[config.mk]
export PLATFORM = sky130hd
export DESIGN_NAME = ddr_rail_sequencer_protection
export DESIGN_NICKNAME = d
export VERILOG_FILES = /design/src/seq_pkg.sv /design/src/hold_timer.sv /design/src/ramp_ctr.sv /design/src/ddr_rail_sequencer_protection.sv
export SDC_FILE = /design/constraint.sdc
export NUM_CORES = 1
export LEC_CHECK = 0
export BUFFER_PORTS_ARGS = -buffer_cell sky130_fd_sc_hd__buf_4
export CORE_AREA = 5 5 179 181
export CTS_CLUSTER_DIAMETER = 120
export DETAILED_ROUTE_END_ITERATION = 7
export DIE_AREA = 0 0 184 186
export GPL_TIMING_DRIVEN = 0
export PLACE_DENSITY_LB_ADDON = 0.2
export SKIP_CTS_REPAIR_TIMING = 1
export SLEW_MARGIN = 20
export SYNTH_ARGS = -nofsm -noshare
export SYNTH_HDL_FRONTEND = slang
export SYNTH_SLANG_ARGS = --single-unit
[constraint.sdc]
create_clock -name clock -period 3.3 [get_ports clock]
set_input_delay 0.99 -clock clock [delete_from_list [all_inputs] [get_ports clock]]
set_output_delay 0.99 -clock clock [all_outputs]
set_load 0.02 [all_outputs]
[src/seq_pkg.sv]
package seq_pkg;
  // time figures in their own units, counts derived at 50 MHz
  localparam int CLK_MHZ     = 50;
  localparam int WAIT_US     = 400;
  localparam int TOTAL_US    = 1200;
  localparam int UV_EN_US    = 2400;
  localparam int PG_DEB_US   = 63;
  localparam int UV_DLY_US   = 16;
  localparam int OV_FILT_NS  = 1500;
  localparam int MIN_OFF_NS  = 450;
  localparam int WAIT_CYC    = WAIT_US * CLK_MHZ;
  localparam int RAMP_CYC    = (TOTAL_US - WAIT_US) * CLK_MHZ;
  localparam int UV_EN_CYC   = UV_EN_US * CLK_MHZ;
  localparam int PG_DEB_CYC  = PG_DEB_US * CLK_MHZ;
  localparam int UV_DLY_CYC  = UV_DLY_US * CLK_MHZ;
  // least times round up to whole cycles
  localparam int OV_FILT_CYC = (OV_FILT_NS * CLK_MHZ + 999) / 1000;
  localparam int MIN_OFF_CYC = (MIN_OFF_NS * CLK_MHZ + 999) / 1000;
  localparam int RAMP_STEPS  = 256;
  localparam int TW          = 17;
  localparam int RW          = 8;

  // register map, byte addresses
  localparam logic [3:0]  CTRL_OFS   = 4'h0;
  localparam logic [3:0]  ONTIME_OFS = 4'h4;
  localparam logic [3:0]  STATUS_OFS = 4'h8;
  localparam logic        NO_DIS_RST = 1'b0;
  localparam logic [15:0] ONTIME_RST = 16'h1319;
  localparam int NO_DIS_BIT = 0;
  localparam int ON500_LSB  = 0;
  localparam int ON670_LSB  = 8;
  localparam int ST_LSB     = 0;
  localparam int UV_BIT     = 3;
  localparam int OV_BIT     = 4;
  localparam int PG_BIT     = 5;
  localparam int MODE_LSB   = 6;
  localparam int SKIP_BIT   = 8;

  typedef enum logic [2:0] {
    ST_OFF   = 3'b000,
    ST_WAIT  = 3'b001,
    ST_RAMP  = 3'b010,
    ST_RUN   = 3'b011,
    ST_FAULT = 3'b100,
    ST_HOT   = 3'b101
  } seq_state_e;

  typedef enum logic [1:0] {
    SW_IDLE = 2'b00,
    SW_ON   = 2'b01,
    SW_OFF  = 2'b10
  } sw_phase_e;

  // codes 1 and 2 switch at 670 kHz, 0 and 3 at 500 kHz
  function automatic logic mode_fast(input logic [1:0] m);
    return (m == 2'h1) || (m == 2'h2);
  endfunction

  // codes 0 and 1 discharge through the termination regulator
  function automatic logic mode_tracks(input logic [1:0] m);
    return m <= 2'h1;
  endfunction
endpackage

[src/hold_timer.sv]
`timescale 1ns/1ps
// done rises after run has stood for limit cycles, drops with run
module hold_timer (
  input  wire logic                    clock,
  input  wire logic                    rst_b,
  input  wire logic                    run,
  input  wire logic [seq_pkg::TW-1:0]  limit,
  output logic                         done
);
  logic [seq_pkg::TW-1:0] count_reg;

  // saturating count, so a held condition never wraps
  always_ff @(posedge clock or negedge rst_b) begin
    if (!rst_b) begin
      count_reg <= '0;
      done      <= 1'b0;
    end else if (!run) begin
      count_reg <= '0;
      done      <= 1'b0;
    end else begin
      if (count_reg < limit) begin
        count_reg <= count_reg + 1'b1;
      end
      done <= (count_reg >= limit - 1'b1);
    end
  end
endmodule

[src/ramp_ctr.sv]
`timescale 1ns/1ps
// digital soft-start reference, one step per enable pulse
module ramp_ctr (
  input  wire logic                    clock,
  input  wire logic                    rst_b,
  input  wire logic                    clear,
  input  wire logic                    up,
  input  wire logic                    step,
  output logic [seq_pkg::RW-1:0]       code
);
  // saturates at both ends; down-count is the soft-stop
  always_ff @(posedge clock or negedge rst_b) begin
    if (!rst_b) begin
      code <= '0;
    end else if (clear) begin
      code <= '0;
    end else if (step && up && code != '1) begin
      code <= code + 1'b1;
    end else if (step && !up && code != '0) begin
      code <= code - 1'b1;
    end
  end
endmodule

[src/ddr_rail_sequencer_protection.sv]
// Added by the designer: the placing of the registers and register access over Avalon-MM.
`timescale 1ns/1ps
module ddr_rail_sequencer_protection #(
  parameter int WAIT_CYC  = seq_pkg::WAIT_CYC,
  parameter int RAMP_CYC  = seq_pkg::RAMP_CYC,
  parameter int UV_EN_CYC = seq_pkg::UV_EN_CYC
) (
  input  wire logic                 clock,
  input  wire logic                 rst_b,
  input  wire logic [3:0]           avs_address,
  input  wire logic                 avs_read,
  input  wire logic                 avs_write,
  input  wire logic [31:0]          avs_writedata,
  input  wire logic [3:0]           avs_byteenable,
  output logic [31:0]               avs_readdata,
  output logic                      avs_waitrequest,
  input  wire logic                 sleep_ctl_in,
  input  wire logic                 suspend_ctl_in,
  input  wire logic                 supply_ok_in,
  input  wire logic                 overtemp_in,
  input  wire logic [1:0]           mode_in,
  input  wire logic [7:0]           rail_code_in,
  input  wire logic                 pg_cmp_in,
  input  wire logic                 ov_cmp_in,
  input  wire logic                 uv_cmp_in,
  input  wire logic                 dis_cmp_in,
  input  wire logic                 err_cmp_in,
  input  wire logic                 valley_over_limit_in,
  input  wire logic                 zero_cross_in,
  output logic                      high_drive_out,
  output logic                      low_drive_out,
  output logic                      main_rail_en,
  output logic [7:0]                main_ref_code,
  output logic                      term_rail_en,
  output logic                      term_rail_hiz,
  output logic                      term_ref_en,
  output logic [7:0]                term_ref_code,
  output logic                      track_dis_out,
  output logic                      nontrack_dis_out,
  output logic                      power_good_out,
  output logic                      power_good_oe,
  output logic                      light_load_pulse_skip,
  output logic                      freq_670_out
);
  localparam int STEP_CYC = (RAMP_CYC / seq_pkg::RAMP_STEPS > 0) ?
                            RAMP_CYC / seq_pkg::RAMP_STEPS : 1;
  localparam logic [16:0] PG_N = 17'(seq_pkg::PG_DEB_CYC);

  seq_pkg::seq_state_e    st_reg;
  seq_pkg::seq_state_e    st_next;
  seq_pkg::sw_phase_e     sw_reg;
  seq_pkg::sw_phase_e     sw_next;
  logic                   sup_ok_reg;
  logic [1:0]             mode_reg;
  logic                   reached_reg;
  logic                   pg_seen_reg;
  logic                   uv_lat_reg;
  logic                   ov_lat_reg;
  logic                   no_dis_reg;
  logic [15:0]            ontime_reg;
  logic [16:0]            step_cnt_reg;
  logic                   step_reg;
  logic [31:0]            rd_word;
  logic                   wait_done;
  logic                   uv_en_done;
  logic                   pg_done;
  logic                   uv_done;
  logic                   ov_done;
  logic                   on_done;
  logic                   off_done;
  logic [7:0]             main_code;
  logic [7:0]             term_code;
  logic [7:0]             on_cyc;
  logic                   on_st;
  logic                   sw_allowed;
  logic                   sw_run;
  logic                   fire;
  logic                   pg_run;
  logic                   dis_on;
  logic                   trk;

  // supply-ok is ignored unless one sleep input is high
  always_ff @(posedge clock or negedge rst_b) begin
    if (!rst_b) sup_ok_reg <= 1'b0;
    else        sup_ok_reg <= (sleep_ctl_in | suspend_ctl_in) &
                              supply_ok_in;
  end

  assign on_st = (st_reg == seq_pkg::ST_RAMP) || (st_reg == seq_pkg::ST_RUN);

  // sequence; supply loss beats faults, faults beat control inputs
  always_comb begin
    st_next = st_reg;
    unique case (st_reg)
      seq_pkg::ST_OFF:   if (suspend_ctl_in) begin
        st_next = seq_pkg::ST_WAIT;
      end
      seq_pkg::ST_WAIT:  if (wait_done) st_next = seq_pkg::ST_RAMP;
      seq_pkg::ST_RAMP:  if (main_code == '1) st_next = seq_pkg::ST_RUN;
      seq_pkg::ST_RUN,
      seq_pkg::ST_FAULT: st_next = st_reg;
      seq_pkg::ST_HOT:   if (!overtemp_in) begin
        st_next = seq_pkg::ST_WAIT;
      end
      default:           st_next = seq_pkg::ST_OFF;
    endcase
    if (!sup_ok_reg) st_next = seq_pkg::ST_OFF;
    else if (uv_lat_reg || ov_lat_reg) st_next = seq_pkg::ST_FAULT;
    else if (!suspend_ctl_in) st_next = seq_pkg::ST_OFF;
    else if (overtemp_in) st_next = seq_pkg::ST_HOT;
  end

  always_ff @(posedge clock or negedge rst_b) begin
    if (!rst_b) st_reg <= seq_pkg::ST_OFF;
    else        st_reg <= st_next;
  end

  // mode is sampled on entry to the wait and frozen for the whole run
  always_ff @(posedge clock or negedge rst_b) begin
    if (!rst_b) begin
      mode_reg <= 2'h0;
    end else if (st_next == seq_pkg::ST_WAIT &&
                 st_reg != seq_pkg::ST_WAIT) begin
      mode_reg <= mode_in;
    end
  end

  hold_timer u_wait (
    .clock (clock),
    .rst_b (rst_b),
    .run   (st_reg == seq_pkg::ST_WAIT),
    .limit (17'(WAIT_CYC)),
    .done  (wait_done)
  );

  // step divider: ramp length plus wait gives the fixed start time
  always_ff @(posedge clock or negedge rst_b) begin
    if (!rst_b) begin
      step_cnt_reg <= '0;
      step_reg     <= 1'b0;
    end else if (!on_st && st_reg != seq_pkg::ST_FAULT) begin
      step_cnt_reg <= '0;
      step_reg     <= 1'b0;
    end else if (step_cnt_reg >= 17'(STEP_CYC - 1)) begin
      step_cnt_reg <= '0;
      step_reg     <= 1'b1;
    end else begin
      step_cnt_reg <= step_cnt_reg + 1'b1;
      step_reg     <= 1'b0;
    end
  end

  // main ramp counts down in fault for the soft-stop
  ramp_ctr u_main_ramp (
    .clock (clock),
    .rst_b (rst_b),
    .clear (!on_st && st_reg != seq_pkg::ST_FAULT),
    .up    (st_reg != seq_pkg::ST_FAULT),
    .step  (step_reg && st_reg != seq_pkg::ST_RUN),
    .code  (main_code)
  );

  // termination has its own counter, started only in full-on
  ramp_ctr u_term_ramp (
    .clock (clock),
    .rst_b (rst_b),
    .clear (!(on_st && sleep_ctl_in)),
    .up    (1'b1),
    .step  (step_reg),
    .code  (term_code)
  );

  // pre-biased output: no switching until the ramp catches up
  always_ff @(posedge clock or negedge rst_b) begin
    if (!rst_b) reached_reg <= 1'b0;
    else        reached_reg <= (st_reg == seq_pkg::ST_RAMP) &&
                               (reached_reg ||
                                main_code >= rail_code_in);
  end

  assign sw_allowed = ((st_reg == seq_pkg::ST_RAMP) && reached_reg) ||
                      (st_reg == seq_pkg::ST_RUN);

  // power-good: debounced rise, but overvoltage kills it next edge
  assign pg_run = on_st && pg_cmp_in && !ov_cmp_in && !uv_lat_reg &&
                  !ov_lat_reg;

  hold_timer u_pg (
    .clock (clock),
    .rst_b (rst_b),
    .run   (pg_run),
    .limit (17'(seq_pkg::PG_DEB_CYC)),
    .done  (pg_done)
  );

  // only the main rail drives power-good
  always_ff @(posedge clock or negedge rst_b) begin
    if (!rst_b) begin
      power_good_out <= 1'b0;
      power_good_oe  <= 1'b1;
      pg_seen_reg    <= 1'b0;
    end else begin
      power_good_out <= pg_done && pg_run;
      power_good_oe  <= !(pg_done && pg_run);
      pg_seen_reg    <= on_st && (pg_seen_reg || power_good_out);
    end
  end

  // undervoltage armed only after switching time and first good
  hold_timer u_uv_en (
    .clock (clock),
    .rst_b (rst_b),
    .run   (sw_allowed),
    .limit (17'(UV_EN_CYC)),
    .done  (uv_en_done)
  );

  hold_timer u_uv (
    .clock (clock),
    .rst_b (rst_b),
    .run   (on_st && uv_en_done && pg_seen_reg && uv_cmp_in),
    .limit (17'(seq_pkg::UV_DLY_CYC)),
    .done  (uv_done)
  );

  // overvoltage stays live through soft-start
  hold_timer u_ov (
    .clock (clock),
    .rst_b (rst_b),
    .run   (on_st && ov_cmp_in),
    .limit (17'(seq_pkg::OV_FILT_CYC)),
    .done  (ov_done)
  );

  // latches: a trip in the clearing cycle still sets
  always_ff @(posedge clock or negedge rst_b) begin
    if (!rst_b) begin
      uv_lat_reg <= 1'b0;
      ov_lat_reg <= 1'b0;
    end else begin
      uv_lat_reg <= uv_done || (uv_lat_reg && sup_ok_reg);
      ov_lat_reg <= ov_done || (ov_lat_reg && sup_ok_reg);
    end
  end

  // switching cycle: on-time, minimum off-time, then wait for demand
  assign sw_run = sw_allowed && !uv_lat_reg && !ov_lat_reg && !ov_done;
  assign fire   = sw_run && err_cmp_in && !valley_over_limit_in;
  assign on_cyc = seq_pkg::mode_fast(mode_reg) ?
                  ontime_reg[seq_pkg::ON670_LSB +: 8] :
                  ontime_reg[seq_pkg::ON500_LSB +: 8];

  always_comb begin
    sw_next = sw_reg;
    unique case (sw_reg)
      seq_pkg::SW_IDLE: if (fire) sw_next = seq_pkg::SW_ON;
      seq_pkg::SW_ON:   if (on_done) sw_next = seq_pkg::SW_OFF;
      seq_pkg::SW_OFF:  if (off_done) begin
        sw_next = fire ? seq_pkg::SW_ON : seq_pkg::SW_IDLE;
      end
      default:          sw_next = seq_pkg::SW_IDLE;
    endcase
    if (!sw_run) sw_next = seq_pkg::SW_IDLE;
  end

  always_ff @(posedge clock or negedge rst_b) begin
    if (!rst_b) sw_reg <= seq_pkg::SW_IDLE;
    else        sw_reg <= sw_next;
  end

  hold_timer u_on (
    .clock (clock),
    .rst_b (rst_b),
    .run   (sw_reg == seq_pkg::SW_ON),
    .limit ((on_cyc == 8'h00) ? 17'h0_0001 : {9'h000, on_cyc}),
    .done  (on_done)
  );

  hold_timer u_off (
    .clock (clock),
    .rst_b (rst_b),
    .run   (sw_reg == seq_pkg::SW_OFF),
    .limit (17'(seq_pkg::MIN_OFF_CYC)),
    .done  (off_done)
  );

  // gate drive; idle at zero cross lets frequency fall at light load
  always_ff @(posedge clock or negedge rst_b) begin
    if (!rst_b) begin
      high_drive_out        <= 1'b0;
      low_drive_out         <= 1'b0;
      light_load_pulse_skip <= 1'b0;
    end else begin
      high_drive_out <= (sw_next == seq_pkg::SW_ON);
      low_drive_out  <= ov_done || ov_lat_reg ||
                        (sw_run && sw_next != seq_pkg::SW_ON &&
                         !(sw_next == seq_pkg::SW_IDLE && zero_cross_in));
      light_load_pulse_skip <= sw_run && zero_cross_in &&
                               (sw_next == seq_pkg::SW_IDLE);
    end
  end

  // rail enables from the two sleep inputs
  assign dis_on = !sleep_ctl_in && !suspend_ctl_in && supply_ok_in &&
                  !no_dis_reg;
  assign trk    = seq_pkg::mode_tracks(mode_reg);

  always_ff @(posedge clock or negedge rst_b) begin
    if (!rst_b) begin
      main_rail_en     <= 1'b0;
      term_rail_en     <= 1'b0;
      term_rail_hiz    <= 1'b0;
      term_ref_en      <= 1'b0;
      main_ref_code    <= 8'h00;
      term_ref_code    <= 8'h00;
      track_dis_out    <= 1'b0;
      nontrack_dis_out <= 1'b0;
      freq_670_out     <= 1'b0;
    end else begin
      main_rail_en     <= on_st;
      term_rail_en     <= on_st && sleep_ctl_in;
      term_rail_hiz    <= on_st && !sleep_ctl_in;
      term_ref_en      <= on_st;
      main_ref_code    <= main_code;
      term_ref_code    <= term_code;
      track_dis_out    <= dis_on && trk && !dis_cmp_in;
      nontrack_dis_out <= dis_on && (!trk || dis_cmp_in);
      freq_670_out     <= seq_pkg::mode_fast(mode_reg);
    end
  end

  // slave answers one cycle after it sees the request
  always_ff @(posedge clock or negedge rst_b) begin
    if (!rst_b) avs_waitrequest <= 1'b1;
    else        avs_waitrequest <= !((avs_read || avs_write) &&
                                     avs_waitrequest);
  end

  // writes land on the edge the master sees waitrequest low
  always_ff @(posedge clock or negedge rst_b) begin
    if (!rst_b) begin
      no_dis_reg <= seq_pkg::NO_DIS_RST;
      ontime_reg <= seq_pkg::ONTIME_RST;
    end else if (avs_write && !avs_waitrequest) begin
      if (avs_address == seq_pkg::CTRL_OFS && avs_byteenable[0]) begin
        no_dis_reg <= avs_writedata[seq_pkg::NO_DIS_BIT];
      end
      if (avs_address == seq_pkg::ONTIME_OFS) begin
        if (avs_byteenable[0]) ontime_reg[7:0] <= avs_writedata[7:0];
        if (avs_byteenable[1]) ontime_reg[15:8] <= avs_writedata[15:8];
      end
    end
  end

  // read mux; unmapped words read zero
  always_comb begin
    rd_word = 32'h0000_0000;
    unique case (avs_address)
      seq_pkg::CTRL_OFS:   rd_word[seq_pkg::NO_DIS_BIT] = no_dis_reg;
      seq_pkg::ONTIME_OFS: rd_word[15:0] = ontime_reg;
      seq_pkg::STATUS_OFS: begin
        rd_word[seq_pkg::ST_LSB +: 3]   = st_reg;
        rd_word[seq_pkg::UV_BIT]        = uv_lat_reg;
        rd_word[seq_pkg::OV_BIT]        = ov_lat_reg;
        rd_word[seq_pkg::PG_BIT]        = power_good_out;
        rd_word[seq_pkg::MODE_LSB +: 2] = mode_reg;
        rd_word[seq_pkg::SKIP_BIT]      = light_load_pulse_skip;
      end
      default:             rd_word = 32'h0000_0000;
    endcase
  end

  always_ff @(posedge clock or negedge rst_b) begin
    if (!rst_b) avs_readdata <= 32'h0000_0000;
    else if (avs_read && avs_waitrequest) avs_readdata <= rd_word;
  end

  // checks
  logic [16:0] pg_cnt_reg;
  always_ff @(posedge clock or negedge rst_b) begin
    if (!rst_b) pg_cnt_reg <= '0;
    else if (!pg_run) pg_cnt_reg <= '0;
    else if (pg_cnt_reg != '1) pg_cnt_reg <= pg_cnt_reg + 1'b1;
  end
endmodule

==> qor.csv <==
stage,metric,value,unit
clocking,htreeDepth,1,
floorplanning,num_rows,64,
global_routing,grt_pass1_vias,8194,
critical_path,cp_data_required_time,3.76,ns
cells_and_area,fillers,2860,
placement,place_area,12660,sq um
synth,ys_top_cells_by_count,"dfrtp_1 (225), nor2_1 (134), nand2_1 (64)",
synth,synth-async-reset-ratio,100.0,%
detailed_routing,routed-via-count,8241,
clocking,clockBufferDepth,3,
floorplanning,dieArea,34220,sq um
clocking,clock-sinks,233,
floorplanning,core_area,30270,sq um
cells_and_area,final_layout_size_suffix_gt1_share,20.70,%
detailed_routing,routedWlPerCell,15.48,um
synth,yosysTopAreaCellShare,49.73,%
detailed_routing,vias_per_cell,4.973,
pwr,power_leakage,6.377,nW
synth,synth_area_leaders,"dfrtp_1 (50%), ha_1 (5.9%), nor2_1 (4.4%), xnor2_1 (3.1%), xor2_1 (2.2%)",
synth,synth-edff-count,0,
global_routing,track_usage,14.98,%
floorplanning,start_util,37.40,%
synth,synth_area_leader_cell,dfrtp_1,
timing,worstMarginPinSlew,1.070,ns
global_routing,globalRouteOverflowTotal,0,
placement,dp_cells,1598,
detailed_routing,detail_route.first_pass.iterations,4,
clocking,cts_tree,yes,
floorplanning,die_h,186,um
cells_and_area,syn_to_final_growth,23.30,%
synth,synth_cell_types,71,
cells_and_area,layout.nets,1360,
synth,postSynthCellCount,1085,
timing,holdWs,0.4066,ns
critical_path,crit_arrival,3.84,ns
cells_and_area,antenna_cells,0,
global_routing,grt_pass1_wl,42410,um
run_status,outcome,finished with violations,
global_routing,grt_antenna_before_repair,3,
pwr,total_power,0.007626,W
timing,finalSetupViolCount,1,
critical_path,cp-end-kind,flop,
timing,slew_headroom,28.46,%
critical_path,criticalPathCategory,flop to flop,
worst_hold_path,hp-class,flop to flop,
detailed_routing,drc,0,
critical_path,crit_fanout,9,
critical_path,critPathLaunchType,flop,
synth,yosysSeqAreaShare,51.59,%
floorplanning,die_w,184,um
detailed_routing,drt_wl_total,25640,um
timing,skew,0.01523,ns
cells_and_area,utilization,46.12,%
timing,slew_viol_final,0,
run_status,violations,setup timing,
detailed_routing,dr.first_iter.drc_count,421,
run,maxCapViolations,0,
synth,ys.flop_type,dfrtp_1,
cells_and_area,fin_cells,1657,
placement,hpwl,18310,um
pwr,powerDensity,546.3,nW/um^2
timing,rsz0062_at_grt,true,
clocking,cts_made_buffers,27,
clocking,clk_latency,0.53,ns
synth,synth.most_common_cell,dfrtp_1,
detailed_routing,ant_nets,0,
synth,ys_ff_latch,233,
synth,syn_avg_cell_area,10.44,sq um
synth,synth_warnings,0,
timing,fmax,295.5,MHz
clocking,cts_root_buffer,clkbuf_16,
placement,gp_congestion,0.8318,
global_routing,grt_max_degree,96,
placement,io_buffer_count,91,
timing,period_minus_slack,3.385,ns
synth,netlist_area,11320,sq um
timing,worst_slack,-0.08467,ns
timing,fin_crit_sh,102.6,%
pwr,ir_drop,0.3917,mV
cells_and_area,stdcell_area,13960,sq um
clocking,clk_pin_slew,0.06,ns
floorplanning,ios,126,
timing,hold_viol_final,0,
worst max-delay path, stage by stage (launching register included):
cell      delay, ns
dfrtp_1        0.39
inv_2          0.08
ha_4           0.21
buf_12         0.15
nor4b_4        0.13
o21ai_2        0.17
nor3b_2        0.09
a211oi_2       0.25
ha_2           0.26
nand2b_4       0.07
or2_4          0.33
ha_4           0.30
nand4_1        0.14
or4_4          0.51
a21oi_2        0.13
a31o_2         0.12
kinds of logic after synthesis:
kind of cell	count (synthesis)	synth area share (%)
compound gates	151	8.808
fa+ha+maj	54	6.034
simple gates	461	21.27
flops	233	51.59
other cells	1	0.03312
xor+xnor	69	5.338
mux	35	3.304
buf+inv	81	3.625
path summary, 6_finish.rpt:
path,endpoint,slack (ns),cells past startpoint,from
max,u_on.done,-0.08,15,mode_reg[1]
min,power_good_oe,0.41,1,u_pg.done
max reg2reg,u_on.done,-0.08,15,mode_reg[1]
min reg2reg,power_good_oe,0.41,1,u_pg.done
max in group asynchronous,power_good_oe,1.65,3,rst_b
min in group asynchronous,ontime_reg[10],0.43,1,rst_b
report_power, final:
group | internal [W] | switching [W] | leakage [nW] | total [W]
clock | 0.00213 | 0.00119 | 0.502 | 0.00332
sequential | 0.00293 | 0.0000711 | 3.19 | 0.00300
combinational | 0.000623 | 0.000689 | 2.69 | 0.00131
per-stage QoR:
stage	worst slack [ns]	setup TNS, ns
2_1_floorplan	0.01144	0
3_3_place_gp	-0.6358	-139.17
3_5_place_dp	-0.5537	-2.702
4_1_cts	-0.5972	-3.020
5_1_grt	-0.1767	-0.2455
6_report	-0.08467	-0.08467
area by class of cell:
type                            instances  area (sq um)  area share, %
Inverter                               34         127.6         0.9142
Multi-Input combinational cell        795          5369          38.46
Buffer                                 47         304.0          2.178
Clock buffer                           32         734.5          5.261
Sequential cell                       233          5841          41.84
Tap cell                              396         495.5          3.549
Clock inverter                         17         267.8          1.918
Timing Repair Buffer                  103         820.8          5.880
routing by layer:
metal  vias to the layer above  share of wire [%]  GRT usage, %
li1                       4104                  -             -
met1                      3944                 47         21.17
met2                       142                 45         23.59
met3                        45                5.5         3.225
met4                         6                2.1         3.845
met5                         -               0.20             0
cells in the final DEF (no fill, tap or decap), types with 5 or more instances in the layout:
cell type / instances
or4_1: 8
nor4_1: 17
mux2_2: 19
a211oi_1: 8
buf_2: 8
dfstp_2: 8
or3_1: 10
clkbuf_1: 16
o21ai_0: 39
xor2_1: 29
ha_1: 44
a211o_1: 5
clkinv_2: 8
nand2_1: 64
nand2b_1: 9
a21oi_1: 29
nand3_1: 38
bufinv_16: 7
clkbuf_16: 27
inv_1: 31
ha_4: 8
nor3b_1: 6
xnor2_1: 40
conb_1: 25
o21a_1: 11
dfrtp_1: 225
and3_1: 31
nor2_1: 134
nand4_1: 30
nor4b_1: 5
a21o_1: 5
mux2i_1: 14
nor2b_1: 9
a31oi_1: 7
a22oi_1: 8
and2_1: 37
nor3_1: 34
buf_4: 119
Note: power is estimated with default switching activity, not from simulation.
